--- src/common/avdma_pkg.sv ---
package avdma_pkg;
  // ***************************************************
  // device register offsets
  // ***************************************************
  localparam logic [7:0] DEV_BM_CMD = 8'h00;
  localparam logic [7:0] DEV_PRD_ADDR = 8'h04;
  localparam logic [7:0] DEV_LB_CMD = 8'h10;
  localparam logic [7:0] DEV_LB_PRD = 8'h14;
  localparam logic [7:0] DEV_TF_STAT = 8'h20;
  localparam logic [7:0] DEV_CFG_STAT = 8'h24;
  localparam logic [7:0] DEV_CHUNK = 8'h28;

  // ***************************************************
  // field positions and values
  // ***************************************************
  localparam int BM_EN = 0;
  localparam int BM_DIR = 3;
  localparam int BM_ACT = 16;
  localparam int BM_ERR = 17;
  localparam int BM_INT = 18;
  localparam int TF_STAT_LSB = 24;
  localparam int TF_DRQ = 27;
  localparam int TF_ERR = 24;
  localparam int CFG_DEVINT = 11;
  localparam int CFG_VDONE = 10;
  localparam int DESC_SIZE_LSB = 32;
  localparam int DESC_UPPER_LSB = 48;
  localparam int DESC_LAST = 63;
  localparam logic [31:0] LEGACY_SPAN = 32'h0001_0000;
  localparam logic [31:0] WORD_BYTES = 32'h0000_0004;
  localparam logic [31:0] DESC_HALF = 32'h0000_0004;

  // ***************************************************
  // controller (host end) register offsets and fields
  // ***************************************************
  localparam logic [7:0] HR_CTRL = 8'h00;
  localparam logic [7:0] HR_WDATA = 8'h04;
  localparam logic [7:0] HR_RDATA = 8'h08;
  localparam logic [7:0] HR_STATUS = 8'h0C;
  localparam int HC_GO = 31;
  localparam int HC_WR = 8;

  // gray codes along fetch -> move path
  typedef enum logic [2:0] {
    ST_IDLE = 3'h0,
    ST_FETCH_LO = 3'h1,
    ST_FETCH_HI = 3'h3,
    ST_FIRST = 3'h2,
    ST_SECOND = 3'h6
  } avdma_state_t;
endpackage

--- src/common/avdma_if.sv ---
`timescale 1ns/10ps
// register access path plus the channel interrupt line
interface avdma_if;
  logic req; // access request, held until ack
  logic we; // 1 = write
  logic [7:0] addr; // register offset
  logic [31:0] wdata; // write data
  logic [31:0] rdata; // read data, valid with ack
  logic ack; // one-cycle completion pulse
  logic intr; // channel interrupt level
  modport dev (input req, we, addr, wdata, output rdata, ack, intr);
  modport host (output req, we, addr, wdata, input rdata, ack, intr);
endinterface

--- src/hw/avdma_desc_dec.sv ---
`timescale 1ns/10ps
module avdma_desc_dec (
  input wire logic [63:0] i_desc, // fetched descriptor
  input wire logic i_large, // large block interpretation
  output logic [31:0] o_addr, // region start
  output logic [31:0] o_len, // usable bytes of region
  output logic o_last // final descriptor flag
);
  logic [31:0] size16;
  logic [31:0] room;

  // legacy: size 0 means 64k, and a region never crosses 64k
  always_comb begin
    size16 = {16'h0, i_desc[avdma_pkg::DESC_SIZE_LSB +: 16]};
    if (size16 == 32'h0) begin
      size16 = avdma_pkg::LEGACY_SPAN;
    end
    room = avdma_pkg::LEGACY_SPAN - {16'h0, i_desc[15:0]};
    if (i_large) begin
      o_len = {1'b0, i_desc[avdma_pkg::DESC_UPPER_LSB +: 15],
               i_desc[avdma_pkg::DESC_SIZE_LSB +: 16]};
    end else begin
      o_len = (size16 < room) ? size16 : room;
    end
  end

  assign o_addr = i_desc[31:0];
  assign o_last = i_desc[avdma_pkg::DESC_LAST];
endmodule

--- src/hw/avdma_dev.sv ---
// Register access over AHB-Lite was decided locally.
`timescale 1ns/10ps
module avdma_dev (
  input wire logic i_clk, // 100 MHz clock
  input wire logic i_resetn, // async reset, low
  avdma_if.dev bus, // register access from host
  input wire logic [7:0] i_ata_status, // ATA status byte
  input wire logic i_ata_intrq, // ATA interrupt line
  output logic o_ata_stat_rd, // pulse: status read
  output logic o_pio_req, // PIO cycle request
  output logic o_pio_we, // 1 = write to ATA
  output logic [31:0] o_pio_wdata, // PIO write word
  input wire logic i_pio_ack, // PIO cycle done
  input wire logic [31:0] i_pio_rdata, // PIO read word
  output logic o_mem_req, // memory cycle request
  output logic o_mem_we, // 1 = write to memory
  output logic [31:0] o_mem_addr, // memory byte address
  output logic [31:0] o_mem_wdata, // memory write word
  input wire logic i_mem_ack, // memory cycle done
  input wire logic i_mem_err, // with ack: failed
  input wire logic [31:0] i_mem_rdata // memory read word
);
  // ***************************************************
  // declarations
  // ***************************************************
  avdma_pkg::avdma_state_t state_q;
  logic ack_q, en_q, dir_q, large_q, act_q, err_q, int_q;
  logic devint_q, vdone_q, last_q;
  logic [31:0] rdata_q, prd_q, chunk_q, ptr_q, dlo_q, raddr_q, rem_q, data_q;
  logic [31:0] rd_d, dec_addr, dec_len;
  logic dec_last, acc, wr, rd, cmd_wr, start, stop, w1c_int, w1c_err;
  logic fetch, first_ack, step_ack, mem_ack, fail, chunk_end, region_end;
  logic finish, short_tbl, tf_rd;

  // ***************************************************
  // register access decode
  // ***************************************************
  assign acc = bus.req & ~ack_q;
  assign wr = acc & bus.we;
  assign rd = acc & ~bus.we;
  assign cmd_wr = wr & (bus.addr == avdma_pkg::DEV_BM_CMD | bus.addr == avdma_pkg::DEV_LB_CMD);
  assign start = cmd_wr & bus.wdata[avdma_pkg::BM_EN] & ~en_q;
  assign stop = cmd_wr & ~bus.wdata[avdma_pkg::BM_EN];
  assign w1c_int = cmd_wr & bus.wdata[avdma_pkg::BM_INT];
  assign w1c_err = cmd_wr & bus.wdata[avdma_pkg::BM_ERR];
  // a locked-out read never touches the device interrupt
  assign tf_rd = rd & (bus.addr == avdma_pkg::DEV_TF_STAT) & ~en_q;
  assign o_ata_stat_rd = tf_rd;

  // ***************************************************
  // transfer engine events
  // ***************************************************
  assign fetch = (state_q == avdma_pkg::ST_FETCH_LO) | (state_q == avdma_pkg::ST_FETCH_HI);
  assign mem_ack = o_mem_req & i_mem_ack;
  assign fail = mem_ack & i_mem_err;
  assign first_ack = (state_q == avdma_pkg::ST_FIRST) & (dir_q ? i_pio_ack : i_mem_ack);
  assign step_ack = (state_q == avdma_pkg::ST_SECOND) & (dir_q ? i_mem_ack : i_pio_ack) & ~fail;
  assign chunk_end = step_ack & (chunk_q == avdma_pkg::WORD_BYTES);
  assign region_end = step_ack & (rem_q == avdma_pkg::WORD_BYTES);
  assign finish = chunk_end;
  assign short_tbl = ~chunk_end & region_end & last_q;

  // bit3 set: ATA read then memory write; clear: the reverse
  assign o_pio_req = ((state_q == avdma_pkg::ST_FIRST) & dir_q) |
                     ((state_q == avdma_pkg::ST_SECOND) & ~dir_q);
  assign o_pio_we = ~dir_q;
  assign o_pio_wdata = data_q;
  assign o_mem_req = fetch | ((state_q == avdma_pkg::ST_FIRST) & ~dir_q) |
                     ((state_q == avdma_pkg::ST_SECOND) & dir_q);
  assign o_mem_we = (state_q == avdma_pkg::ST_SECOND) & dir_q;
  assign o_mem_addr = fetch ? ptr_q : raddr_q;
  assign o_mem_wdata = data_q;

  avdma_desc_dec u_dec (
    .i_desc({i_mem_rdata, dlo_q}),
    .i_large(large_q),
    .o_addr(dec_addr),
    .o_len(dec_len),
    .o_last(dec_last)
  );

  // ***************************************************
  // state machine
  // ***************************************************
  always_ff @(posedge i_clk or negedge i_resetn) begin
    if (!i_resetn) begin
      state_q <= avdma_pkg::ST_IDLE;
    end else if (stop | fail) begin
      state_q <= avdma_pkg::ST_IDLE;
    end else if (start) begin
      state_q <= avdma_pkg::ST_FETCH_LO;
    end else begin
      case (state_q)
        avdma_pkg::ST_IDLE: state_q <= avdma_pkg::ST_IDLE;
        avdma_pkg::ST_FETCH_LO: if (mem_ack) state_q <= avdma_pkg::ST_FETCH_HI;
        avdma_pkg::ST_FETCH_HI: if (mem_ack) state_q <= avdma_pkg::ST_FIRST;
        avdma_pkg::ST_FIRST: if (first_ack) state_q <= avdma_pkg::ST_SECOND;
        avdma_pkg::ST_SECOND: begin
          if (finish | short_tbl) begin
            state_q <= avdma_pkg::ST_IDLE;
          end else if (region_end) begin
            state_q <= avdma_pkg::ST_FETCH_LO;
          end else if (step_ack) begin
            state_q <= avdma_pkg::ST_FIRST;
          end
        end
        default: state_q <= avdma_pkg::ST_IDLE;
      endcase
    end
  end

  // descriptor pointer, region and data word
  always_ff @(posedge i_clk or negedge i_resetn) begin
    if (!i_resetn) begin
      ptr_q <= 32'h0;
      dlo_q <= 32'h0;
      raddr_q <= 32'h0;
      rem_q <= 32'h0;
      last_q <= 1'b0;
      data_q <= 32'h0;
    end else begin
      if (start) begin
        ptr_q <= prd_q;
      end else if (fetch & mem_ack) begin
        ptr_q <= ptr_q + avdma_pkg::DESC_HALF;
      end
      if ((state_q == avdma_pkg::ST_FETCH_LO) & mem_ack) begin
        dlo_q <= i_mem_rdata;
      end
      if ((state_q == avdma_pkg::ST_FETCH_HI) & mem_ack) begin
        raddr_q <= dec_addr;
        rem_q <= dec_len;
        last_q <= dec_last;
      end else if (step_ack) begin
        raddr_q <= raddr_q + avdma_pkg::WORD_BYTES;
        rem_q <= rem_q - avdma_pkg::WORD_BYTES;
      end
      if (first_ack) begin
        data_q <= dir_q ? i_pio_rdata : i_mem_rdata;
      end
    end
  end

  // ***************************************************
  // software registers
  // ***************************************************
  // command, table address and chunk count
  always_ff @(posedge i_clk or negedge i_resetn) begin
    if (!i_resetn) begin
      en_q <= 1'b0;
      dir_q <= 1'b0;
      large_q <= 1'b0;
      prd_q <= 32'h0;
      chunk_q <= 32'h0;
    end else begin
      if (stop) begin
        en_q <= 1'b0;
      end else if (start) begin
        en_q <= 1'b1;
        dir_q <= bus.wdata[avdma_pkg::BM_DIR];
        large_q <= (bus.addr == avdma_pkg::DEV_LB_CMD);
      end
      if (wr & (bus.addr == avdma_pkg::DEV_PRD_ADDR | bus.addr == avdma_pkg::DEV_LB_PRD)) begin
        prd_q <= bus.wdata;
      end
      if (wr & (bus.addr == avdma_pkg::DEV_CHUNK)) begin
        chunk_q <= bus.wdata;
      end else if (step_ack) begin
        chunk_q <= chunk_q - avdma_pkg::WORD_BYTES;
      end
    end
  end

  // status flags: every hardware set wins over a clear in the same cycle, except devint_q, where a status read wins over the line
  always_ff @(posedge i_clk or negedge i_resetn) begin
    if (!i_resetn) begin
      act_q <= 1'b0;
      err_q <= 1'b0;
      int_q <= 1'b0;
      vdone_q <= 1'b0;
      devint_q <= 1'b0;
    end else begin
      if (start) begin
        act_q <= 1'b1;
      end else if (stop | fail | short_tbl) begin
        act_q <= 1'b0;
      end else if (finish) begin
        act_q <= ~last_q | ~region_end;
      end
      if (fail) begin
        err_q <= 1'b1;
      end else if (w1c_err) begin
        err_q <= 1'b0;
      end
      // same flag in large mode: status is mode-blind
      if (finish | (~en_q & i_ata_intrq)) begin
        int_q <= 1'b1;
      end else if (w1c_int) begin
        int_q <= 1'b0;
      end
      if (finish | short_tbl) begin
        vdone_q <= 1'b1;
      end else if (w1c_int | w1c_err) begin
        vdone_q <= 1'b0;
      end
      // follows the line; a latched set would stick, since intrq drops a cycle after the read
      devint_q <= i_ata_intrq & ~tf_rd;
    end
  end

  // read data mux, unmapped offsets read zero
  always_comb begin
    rd_d = 32'h0;
    case (bus.addr)
      avdma_pkg::DEV_BM_CMD, avdma_pkg::DEV_LB_CMD: begin
        rd_d[avdma_pkg::BM_INT] = int_q;
        rd_d[avdma_pkg::BM_ERR] = err_q;
        rd_d[avdma_pkg::BM_ACT] = act_q;
        rd_d[avdma_pkg::BM_DIR] = dir_q;
        rd_d[avdma_pkg::BM_EN] = en_q;
      end
      avdma_pkg::DEV_PRD_ADDR, avdma_pkg::DEV_LB_PRD: rd_d = prd_q;
      avdma_pkg::DEV_TF_STAT: begin
        if (!en_q) begin
          rd_d[avdma_pkg::TF_STAT_LSB +: 8] = i_ata_status;
        end
      end
      avdma_pkg::DEV_CFG_STAT: begin
        rd_d[avdma_pkg::CFG_DEVINT] = devint_q;
        rd_d[avdma_pkg::CFG_VDONE] = vdone_q;
      end
      avdma_pkg::DEV_CHUNK: rd_d = chunk_q;
      default: rd_d = 32'h0;
    endcase
  end

  // answer every access one cycle after it is taken
  always_ff @(posedge i_clk or negedge i_resetn) begin
    if (!i_resetn) begin
      ack_q <= 1'b0;
      rdata_q <= 32'h0;
    end else begin
      ack_q <= acc;
      if (rd) begin
        rdata_q <= rd_d;
      end
    end
  end

  assign bus.ack = ack_q;
  assign bus.rdata = rdata_q;
  assign bus.intr = int_q | err_q | vdone_q;
endmodule

--- src/flat_wrapper.sv ---
// flat-port wrapper written by rule: the top's interface ports become plain ports
module avdma_dev_flat 
  (i_clk, i_resetn, i_ata_status, i_ata_intrq, o_ata_stat_rd, o_pio_req, o_pio_we, o_pio_wdata, i_pio_ack, i_pio_rdata, o_mem_req, o_mem_we, o_mem_addr, o_mem_wdata, i_mem_ack, i_mem_err, i_mem_rdata, bus_req, bus_we, bus_addr, bus_wdata, bus_rdata, bus_ack, bus_intr);
  avdma_if bus_i ();
  input wire logic i_clk;
  input wire logic i_resetn;
  input wire logic [7:0] i_ata_status;
  input wire logic i_ata_intrq;
  output logic o_ata_stat_rd;
  output logic o_pio_req;
  output logic o_pio_we;
  output logic [31:0] o_pio_wdata;
  input wire logic i_pio_ack;
  input wire logic [31:0] i_pio_rdata;
  output logic o_mem_req;
  output logic o_mem_we;
  output logic [31:0] o_mem_addr;
  output logic [31:0] o_mem_wdata;
  input wire logic i_mem_ack;
  input wire logic i_mem_err;
  input wire logic [31:0] i_mem_rdata;
  input wire logic [$bits(bus_i.req)-1:0] bus_req;
  input wire logic [$bits(bus_i.we)-1:0] bus_we;
  input wire logic [$bits(bus_i.addr)-1:0] bus_addr;
  input wire logic [$bits(bus_i.wdata)-1:0] bus_wdata;
  output wire logic [$bits(bus_i.rdata)-1:0] bus_rdata;
  output wire logic [$bits(bus_i.ack)-1:0] bus_ack;
  output wire logic [$bits(bus_i.intr)-1:0] bus_intr;
  assign bus_i.req = bus_req;
  assign bus_i.we = bus_we;
  assign bus_i.addr = bus_addr;
  assign bus_i.wdata = bus_wdata;
  assign bus_rdata = bus_i.rdata;
  assign bus_ack = bus_i.ack;
  assign bus_intr = bus_i.intr;
  avdma_dev u_core (.i_clk(i_clk), .i_resetn(i_resetn), .bus(bus_i), .i_ata_status(i_ata_status), .i_ata_intrq(i_ata_intrq), .o_ata_stat_rd(o_ata_stat_rd), .o_pio_req(o_pio_req), .o_pio_we(o_pio_we), .o_pio_wdata(o_pio_wdata), .i_pio_ack(i_pio_ack), .i_pio_rdata(i_pio_rdata), .o_mem_req(o_mem_req), .o_mem_we(o_mem_we), .o_mem_addr(o_mem_addr), .o_mem_wdata(o_mem_wdata), .i_mem_ack(i_mem_ack), .i_mem_err(i_mem_err), .i_mem_rdata(i_mem_rdata));
endmodule
--- config.mk ---
export PLATFORM = sky130hd
export DESIGN_NAME = avdma_dev_flat
export DESIGN_NICKNAME = d
export VERILOG_FILES = /design/src/common/avdma_pkg.sv /design/src/common/avdma_if.sv /design/src/hw/avdma_desc_dec.sv /design/src/hw/avdma_dev.sv /design/src/flat_wrapper.sv
export SDC_FILE = /design/constraint.sdc
export NUM_CORES = 1
export LEC_CHECK = 0
export BUFFER_PORTS_ARGS = -buffer_cell sky130_fd_sc_hd__buf_2
export CAP_MARGIN = 20
export CORE_UTILIZATION = 52
export DETAILED_ROUTE_END_ITERATION = 10
export PLACE_DENSITY = 0.77
export RECOVER_POWER = 50
export SYNTH_ARGS = -nofsm -noshare
export SYNTH_HDL_FRONTEND = slang
export SYNTH_HIERARCHICAL = 1
export SYNTH_SLANG_ARGS = --single-unit
--- constraint.sdc ---
create_clock -name i_clk -period 3.8 [get_ports i_clk]
set_clock_uncertainty 0.2 [all_clocks]
set_input_delay 0.57 -clock i_clk [delete_from_list [all_inputs] [get_ports i_clk]]
set_output_delay 0.57 -clock i_clk [all_outputs]
set_load 0.03 [all_outputs]
# Word level (Yosys, flattened, before mapping)
# Index checks and enable logic that the tools add are counted.
[totals]
input_bits = 120
reg_bits = 269
memories = 0
ramBits = 0
output_inout_bits = 135
rom_bits = 0
wordCells = 156
latchBits = 0
[classes]
n_addsub = 5
n_reduce_logical = 14
div = 0
mul = 0
bitwise_logic = 56
n_eq_ne = 16
magnitude_cmp = 1
mux = 45
n_shift = 0
[op_table]
columns = ["cell", "n"]
rows = [
  ["$mux 32", 12],
  ["$add 32x3->32 const B", 2],
  ["$eq 32x3->1 const B", 2],
  ["$sub 32x3->32 const B", 2],
  ["$lt 32x32->1", 1],
  ["$and 1x1->1", 31],
  ["$eq 8x6->1 const B", 3],
  ["$mux 3", 8],
  ["$pmux 8 s3", 1],
  ["$sub 17x16->18 const A", 1],
  ["$mux 17", 1],
  ["$eq 8x5->1 const B", 2],
  ["$logic_not 16->1", 1],
  ["$or 1x1->1", 14],
  ["$reduce_bool 2->1", 7],
  ["$mux 1", 13],
  ["$ne 4x2->1 const B", 3],
  ["$pmux 3 s4", 1],
  ["$pmux 6 s2", 1],
  ["$not 1->1", 11],
  ["$pmux 5 s2", 1],
  ["$pmux 3 s3", 1],
  ["$eq 8x3->1 const B", 1],
  ["$logic_not 8->1", 1],
  ["other kinds (13)", 16],
]

# Longest topological paths before layout
# Gate-level depths: netlist (run 1).
[logic_depth]
word_depth = 17
depth_mapped = 14
depth_no_buf = 13

# By module
# The synthesis (run 1) kept the hierarchy.
[by_module_without_submodules]
columns = ["mod", "area_each_um2", "cells_each", "seq_area_each_um2", "n_inst"]
rows = [
  ["avdma_dev", 13907.1, 1392, 6731.5, 1],
  ["avdma_desc_dec", 1310.0, 183, 0.0, 1],
]

# Least setup slack after synthesis (run 1)
# Ideal clock, no wire load.
[synth_path]
path_type = "register to register"
from = "register u_core.dlo_q[9]"
to = "register u_core.rem_q[13]"
slack_ps = -158
stages_incl_launch_ff = 13
t_arrival_ps = 3642
cell_sequence = "dfrtp_1 > or4_4 > or4_4 > or3_4 > xnor2_1 > ha_1 > nand4_1 > a2111o_1 > a31oi_2 > buf_2 > mux2i_1 > nand2_1 > o311ai_0"
[synth_via]
elab_chain_cells = 5
[synth_rtl]
columns = ["item", "line", "text"]
rows = [
  ["start, declared", "avdma_dev.sv:29", "logic [31:0] rdata_q, prd_q, chunk_q, ptr_q, dlo_q, raddr_q, rem_q, data_q;"],
  ["start signal, assigned", "avdma_dev.sv:128", "dlo_q <= i_mem_rdata;"],
  ["$sub 17x16->18 *", "avdma_desc_dec.sv:18", "room = avdma_pkg::LEGACY_SPAN - {16'h0, i_desc[15:0]};"],
  ["$lt 32x32->1", "avdma_desc_dec.sv:23", "o_len = (size16 < room) ? size16 : room;"],
  ["$mux 32 *", "avdma_desc_dec.sv:23", ""],
  ["$mux 32 *", "avdma_desc_dec.sv:19", "if (i_large) begin"],
  ["named net u_core.dec_len[13]", "avdma_dev.sv:30", "logic [31:0] rd_d, dec_addr, dec_len;"],
  ["$mux 32 *", "avdma_dev.sv:130", "if ((state_q == avdma_pkg::ST_FETCH_HI) & mem_ack) begin"],
  ["end signal, assigned", "avdma_dev.sv:132", "rem_q <= dec_len;"],
  ["end signal, assigned", "avdma_dev.sv:136", "rem_q <= rem_q - avdma_pkg::WORD_BYTES;"],
  ["end, declared", "avdma_dev.sv:29", ""],
]
# Mark *: on every way through the listed nets, which the timed path passes. The rest lies on a longest branch.
# A chain may end at the register's enable or synchronous reset.

# Worst setup path in the final report (run 1)
[layout_path]
from = "register u_core.dlo_q[6]"
to = "register u_core.rem_q[2]"
[layout_via]
elab_chain_cells = 5
[layout_rtl]
columns = ["item", "line"]
rows = [
  ["$sub 17x16->18", "avdma_desc_dec.sv:18"],
  ["$lt 32x32->1", "avdma_desc_dec.sv:23"],
  ["$mux 32", "avdma_desc_dec.sv:23"],
  ["$mux 32", "avdma_desc_dec.sv:19"],
  ["named net u_core.dec_len[2]", "avdma_dev.sv:30"],
  ["$mux 32", "avdma_dev.sv:130"],
]
# The timed path passes the listed nets, and every way through them passes these cells.

==> impl_metrics.csv, run 1 <==
group,metric,value,unit
cts,htree_num_levels,1,
synthesis,synth-main-ff-cell,"dfrtp_1",
run_status,status,"finished, violations left",
floorplan,std_cell_rows,62,
critical_path,crit_start,"u_core/dlo_q[6]$_DFFE_PN0P_",
floorplan,ios,255,
placement,io_buffers,254,
run_status,violations,"max-capacitance violations, max-slew violations, negative setup slack",
critical_path,cpMostUsedCell,"or4_4",
finish,area.growth.synth_to_final,15.0,%
critical_path,path_class,"flop to flop",
critical_path,worst_ep_required_time,4.02,ns
cts,clkSinkCount,269,
synthesis,synth_cells,1575,
sta,relSlewSlack,-60.2,%
critical_path,start_kind,"flop",
synthesis,yosysSeqAreaShare,44.2,%
floorplan,dieArea,0.0300,mm^2
floorplan,core_area,0.0288,mm^2
worst_hold_path,holdPathStages,2,
sta,timing.hold.ws,0.0629,ns
cts,clk_latency,0.56,ns
finish,fillers,2481,
critical_path,rrSetupSlack,-0.18,ns
synthesis,synth_top_area_cell,"dfrtp_1",
critical_path,critPathCaptureType,"flop",
routing,avgRoutedWirePerCell,19.4,um
sta,final.setup.tns,-1.76,ns
synthesis,synth_edf_count,0,
flow_run,max_cap_violations,1,
critical_path,max_stage_delay,0.54,ns
pwr,ir_drop,0.853,mV
critical_path,cp_max_fo,5,
synthesis,synthTopCellsByArea,"dfrtp_1, mux2_2, nand2_1, nor2_1, xor2_1",
routing,wirelength,41.8,mm
synthesis,synth_nets,1719,
placement,pre_cts_slack,-0.154,ns
sta,max_slew.worst_pin.slew,2.40,ns
critical_path,worst_r2r_path_depth,12,
finish,multi_input_area,0.00757,mm^2
routing,ant_nets,0,
finish,layout_commonest_cell,"dfrtp_1",
pwr,leakage,7.82,nW
placement,place_area,0.0165,mm^2
finish,final_cell_area,0.0175,mm^2
floorplan,die_w,173,um
routing,vias,12700,
synthesis,async_flop_share,100,%
critical_path,worst_path_max_delay_cell,"or4_4",
global_routing,antenna_found_initial,4,
sta,fin_crit_sh,105,%
sta,fmax,251,MHz
synthesis,synth_top_area_share,44.2,%
finish,drive_above_1_share,22.9,%
worst_hold_path,hold_path.class,"input pin to flop",
sta,min_period,3.98,ns
floorplan,die_h,173,um
sta,rsz0062_at_grt,"true",
synthesis,yosysUniqueCellTypes,71,
placement,gp_congestion,0.926,
sta,hold_violations,0,
sta,finalSetupViolations,16,
critical_path,arrival,4.20,ns
worst_hold_path,hold_end,"u_core/prd_q[15]$_DFFE_PN0P_",
critical_path,path_cells,"or4_4 -> or4_4 -> or3_4 -> xnor2_2 -> ha_1 -> nand4_1 -> a2111o_1 -> a31oi_4 -> buf_4 -> mux2i_1 -> a22oi_1 -> o21ai_0",
synthesis,ys_ff_latch,269,
routing,drc,0,
finish,fin_nets,1891,
sta,setup_ws,-0.183,ns
critical_path,reg2reg_to,"u_core/rem_q[2]$_DFFE_PN0P_",
synthesis,synth_warnings,6,
placement,dp_hpwl,30.6,mm
global_routing,grt_start_max_net_pins,95,
finish,final_util,60.8,%
routing,detail_route.vias_per_cell,5.89,
critical_path,reg2reg_from,"u_core/dlo_q[6]$_DFFE_PN0P_",
worst_hold_path,hp-start,"bus_wdata[15]",
routing,drtPass1Iterations,5,
floorplan,initial_core_util,52.9,%
cts,cts-root-buf,"clkbuf_16",
finish,final_cell_mix,"dfrtp_1, buf_2, nor2_1, nand2_1, mux2_2",
global_routing,grt_pass1_wl,67.0,mm
pwr,p_per_area,683,mW/mm^2
cts,cts_tree,"yes",
synthesis,syn-cell-area,0.0152,mm^2
cts,clk_path_buf_depth,3,
synthesis,syn-mean-instance-area,9.66,um^2
global_routing,grt_util_all_layers,27.9,%
cts,numCtsBuffers,29,
global_routing,overflow,0,
finish,final-seq-area,0.00673,mm^2
global_routing,grt_pass1_vias,12500,
routing,first_iter_violations,924,
sta,maxSlewViolCount,94,
cts,clk_pin_slew,0.06,ns
==> synth_stat cells, types with 5 or more instances <==
master and n:
a211oi_1 6, a21oi_1 84, a221oi_1 19, a222oi_1 8, a31oi_1 5, and2_1 18, and3_1 16, and3b_1 5
and4_1 11, and4b_1 5, buf_1 6, buf_2 20, buf_4 66, clkbuf_1 65, dfrtp_1 269, ha_1 24
inv_1 30, mux2_2 104, mux2i_1 54, nand2_1 155, nand2b_1 7, nand3_1 36, nand4_1 40, nor2_1 154
nor2b_1 7, nor3_1 23, nor3b_1 5, nor4_1 26, o211ai_1 6, o21ai_0 102, or4_1 10, or4_4 6
xnor2_1 49, xor2_1 63
==> kinds of logic (layout without fill, tap and decap cells) <==
group / after synthesis / after routing / share of synthesized area [%]
simple gates: 555 / 555 / 18.8
flops: 269 / 269 / 44.2
compound gates: 267 / 267 / 10.9
buf+inv: 189 / 384 / 6.46
mux: 158 / 158 / 11.2
xor+xnor: 112 / 112 / 6.45
fa+ha+maj: 24 / 24 / 1.97
other cells: 1 / 3 / 0.0246
==> stage by stage <==
| stage | cells | power [W] |
|---|---|---|
| detailed placement | 2094 | 0.00892 |
| global placement | 2094 | 0.00880 |
| finish | 2156 | 0.0119 |
| CTS | 2153 | 0.0120 |
| global route | 2154 | 0.0125 |
| floorplan | 1575 | 0.00784 |
==> worst max-delay path: cells and delay by family (launching register included) <==
family / cells / cell delay (ns)
mux: 1 / 0.08
compound gates: 4 / 1.09
simple gates: 4 / 1.46
buf+inv: 1 / 0.18
flops: 1 / 0.38
fa+ha+maj: 1 / 0.30
xor+xnor: 1 / 0.15
==> metal layers <==
metal / up-vias / global-route usage, % / share of wire (%) / routed length (um)
met4: 0 / 9.26 / 3.1 / 1300
met5: - / 0 / 0 / 0
met2: 539 / 43.7 / 46 / 19200
met1: 6216 / 37.4 / 42 / 17500
li1: 5856 / - / - / -
met3: 84 / 7.96 / 9.2 / 3860
==> layout make-up <==
| class | instances | area share, % |
|---|---|---|
| Antenna cell | 2 | 0.0286 |
| Timing Repair Buffer | 299 | 9.00 |
| Tap cell | 384 | 2.75 |
| Clock inverter | 15 | 1.07 |
| Multi-Input combinational cell | 1117 | 43.3 |
| Inverter | 31 | 0.665 |
| Clock buffer | 39 | 4.71 |
| Sequential cell | 269 | 38.5 |
==> worst max path at each step <==
| stage | depth (start not counted) | slack (ns) | to |
|---|---|---|---|
| 2_1_floorplan | 12 | 0.01 | u_core/rem_q[13]$_DFFE_PN0P_ |
| 3_3_place_gp | 12 | -0.07 | u_core/rem_q[10]$_DFFE_PN0P_ |
| 6_report | 12 | -0.18 | u_core/rem_q[2]$_DFFE_PN0P_ |
| 5_1_grt | 11 | -0.27 | u_core/rem_q[4]$_DFFE_PN0P_ |
| 3_5_place_dp | 12 | -0.15 | u_core/rem_q[10]$_DFFE_PN0P_ |
| 4_1_cts | 12 | -0.16 | u_core/rem_q[1]$_DFFE_PN0P_ |
==> power by group <==
part / switching, W / internal, W / total, W / leakage, nW
Combinational: 0.00292 / 0.00168 / 0.00460 / 3.93
Clock: 0.00119 / 0.00179 / 0.00298 / 0.498
Sequential: 0.000778 / 0.00359 / 0.00437 / 3.40
==> registers in the layout, summed over array words and instances, names as in the netlist, 3 cells and up <==
name	flops
u_core/state_q	3
u_core/prd_q	32
u_core/dlo_q	32
u_core/rem_q	32
u_core/ptr_q	32
u_core/raddr_q	32
u_core/o_mem_wdata	32
u_core/chunk_q	32
u_core/bus.rdata	32
==> timing repair <==
| action | 4_1_cts | 5_1_grt |
|---|---|---|
| gates resized for setup | 2 | 18 |
| setup buffers | 4 | 1 |
| endpoints found under the setup margin | 16 | 16 |
| hold buffers | 1 | 0 |
| pin swaps | 6 | 4 |
| hold endpoints to repair | 90 | 0 |
Note: power is estimated with default switching activity, not from simulation.
==> inputs of run 2 (changes only) <==
- CORE_ASPECT_RATIO: unset -> 1.5
==> run 2 against run 1 <==
  * The run still ends with max-capacitance violations, max-slew violations, negative setup slack left
  * Sequential share of layout area rose by 0.12 points
  * Wire length fell by 0.43%
  * Combinational power barely moved
  * Fmax rose by 1.8%
  * Worst setup slack improved by 0.071 ns
  * Non-clock buffer count rose by 3
  * Total power fell by 1.7%
  * Register-to-register slack improved by 0.07 ns
  * Die area barely moved
  * Count of clock-buffer cells in the layout fell by 9
  * Critical path type unchanged
  * Critical endpoint is now u_core/rem_q[1]$_DFFE_PN0P_
  * Largest power group unchanged
==> impl_metrics.csv, run 2 (same netlist as run 1, synthesis figures left out) <==
group,metric,value,unit
worst_hold_path,hold_path.class,"input pin to flop",
sta,maxSlewViolCount,85,
pwr,leakage,7.84,nW
floorplan,dieArea,0.0300,mm^2
worst_hold_path,holdPathStages,3,
pwr,ir_drop,0.579,mV
pwr,p_per_area,674,mW/mm^2
placement,gp_congestion,0.935,
floorplan,core_area,0.0287,mm^2
floorplan,ios,255,
finish,drive_above_1_share,24.6,%
routing,wirelength,41.6,mm
finish,final_cell_area,0.0174,mm^2
global_routing,antenna_found_initial,0,
sta,finalSetupViolations,10,
placement,dp_cells,2102,
global_routing,grt_pass1_vias,12500,
routing,drc,0,
cts,clkSinkCount,269,
finish,fin_nets,1892,
critical_path,max_stage_delay,0.54,ns
routing,ant_nets,0,
critical_path,worst_path_max_delay_cell,"or4_4",
flow_run,max_cap_violations,1,
routing,vias,12500,
routing,drtPass1Iterations,5,
sta,fin_crit_sh,103,%
placement,io_buffers,254,
global_routing,grt_pass1_wl,65.9,mm
finish,area.growth.synth_to_final,14.6,%
critical_path,arrival,4.14,ns
critical_path,start_kind,"flop",
floorplan,initial_core_util,53.0,%
sta,relSlewSlack,-42.5,%
critical_path,path_class,"flop to flop",
placement,place_area,0.0165,mm^2
finish,final_cell_mix,"dfrtp_1, buf_2, nor2_1, nand2_1, mux2_2",
pwr,power.total,0.0117,W
sta,rsz0062_at_grt,"true",
critical_path,critPathCaptureType,"flop",
global_routing,grt_start_max_net_pins,85,
routing,avgRoutedWirePerCell,19.3,um
critical_path,cp_max_fo,5,
floorplan,die_h,212,um
global_routing,overflow,0,
cts,numCtsBuffers,27,
sta,min_period,3.91,ns
critical_path,worst_r2r_path_depth,12,
global_routing,grt_util_all_layers,28.2,%
routing,first_iter_violations,908,
run_status,status,"finished, violations left",
cts,clk_latency,0.54,ns
routing,detail_route.vias_per_cell,5.81,
cts,htree_num_levels,1,
critical_path,rrSetupSlack,-0.11,ns
sta,timing.hold.ws,0.0788,ns
finish,final_cells,2156,
run_status,violations,"max-capacitance violations, max-slew violations, negative setup slack",
sta,setup_ws,-0.112,ns
cts,clk_path_buf_depth,3,
cts,cts_tree,"yes",
sta,fmax,256,MHz
floorplan,std_cell_rows,76,
placement,dp_hpwl,31.1,mm
sta,max_slew.worst_pin.slew,2.14,ns
floorplan,die_w,142,um
critical_path,path_cells,"or4_4 -> or4_4 -> or3_4 -> xnor2_4 -> ha_4 -> nand4_1 -> a2111o_1 -> a31oi_4 -> buf_4 -> mux2_2 -> nand2_1 -> nand2_1",
finish,layout_commonest_cell,"dfrtp_1",
cts,clk_pin_slew,0.06,ns
sta,hold_violations,0,
critical_path,worst_ep_required_time,4.02,ns
cts,cts-root-buf,"clkbuf_16",
[run 2: cell count changes in the layout (fill, tap and decap cells not counted), moves of 3 or more]
cell | before | now
o21ai_1 | 7 | 4
clkbuf_8 | 6 | 2
clkbuf_1 | 93 | 58
buf_2 | 165 | 196
buf_4 | 34 | 39
[run 2: stage by stage]
step	utilization, %	TNS, ns	worst slack [ns]
3_5_place_dp	57.5	-0.950	-0.128
6_report	60.7	-0.630	-0.112
4_1_cts	60.8	-0.854	-0.123
3_3_place_gp	57.5	-0.246	-0.0623
2_1_floorplan	-	0	0.00974
5_1_grt	60.7	-17.06	-0.247
[run 2: where the power goes]
| part | switching [W] | internal (W) | total [W] | leakage (nW) |
|---|---|---|---|---|
| clock | 0.00116 | 0.00162 | 0.00278 | 0.445 |
| sequential | 0.000780 | 0.00359 | 0.00437 | 3.40 |
| combinational | 0.00289 | 0.00172 | 0.00461 | 4.00 |
| total | 0.00482 | 0.00692 | 0.0117 | 7.84 |
[run 2: routing by layer]
| metal | global-route usage [%] | wire [um] | vias to the layer above |
|---|---|---|---|
| met4 | 16.3 | 2240 | 0 |
| li1 | - | - | 5846 |
| met3 | 2.74 | 1940 | 108 |
| met5 | 0 | 0 | - |
| met1 | 32.0 | 15700 | 6100 |
| met2 | 51.1 | 21700 | 465 |
[run 2: worst max-delay path, delay by kind of cell (launching register included)]
kind	cells	cell delay [ns]
AND/OR/NAND/NOR	6	1.59
AO/OA/AOI/OAI	2	0.69
XOR/XNOR	1	0.15
flip-flops	1	0.38
multiplexers	1	0.32
buffers and inverters	1	0.18
adder cells (fa/ha/maj)	1	0.28
[run 2: timing repair]
item / in CTS / in global routing
resized for setup: 0 / 12
pin swaps: 1 / 2
cloned: 0 / 0
setup endpoints to repair: 15 / 16
hold endpoints to repair: 80 / 0
buffers inserted: 1 / 5
hold buffers: 1 / 0
[run 2: layout make-up]
type	count	area, um^2
diodes	1	2.50
fillers	2488	11300
multi-input cells	1117	7580
flip-flops and latches	269	6730
clock buffers	30	707
well taps	390	488
inverters	31	116
clock inverters	16	204
repair buffers	302	1600
[run 2: path summary, 6_finish.rpt]
check	start	to
min	bus_wdata[3]	u_core/dir_q$_DFFE_PN0P_
max in group asynchronous	i_resetn	u_core/o_mem_wdata[30]$_DFFE_PN0P_
max	u_core/dlo_q[9]$_DFFE_PN0P_	u_core/rem_q[1]$_DFFE_PN0P_
min reg2reg	u_core/bus.ack$_DFF_PN0_	u_core/bus.ack$_DFF_PN0_
max reg2reg	u_core/dlo_q[9]$_DFFE_PN0P_	u_core/rem_q[1]$_DFFE_PN0P_
min in group asynchronous	i_resetn	u_core/prd_q[20]$_DFFE_PN0P_
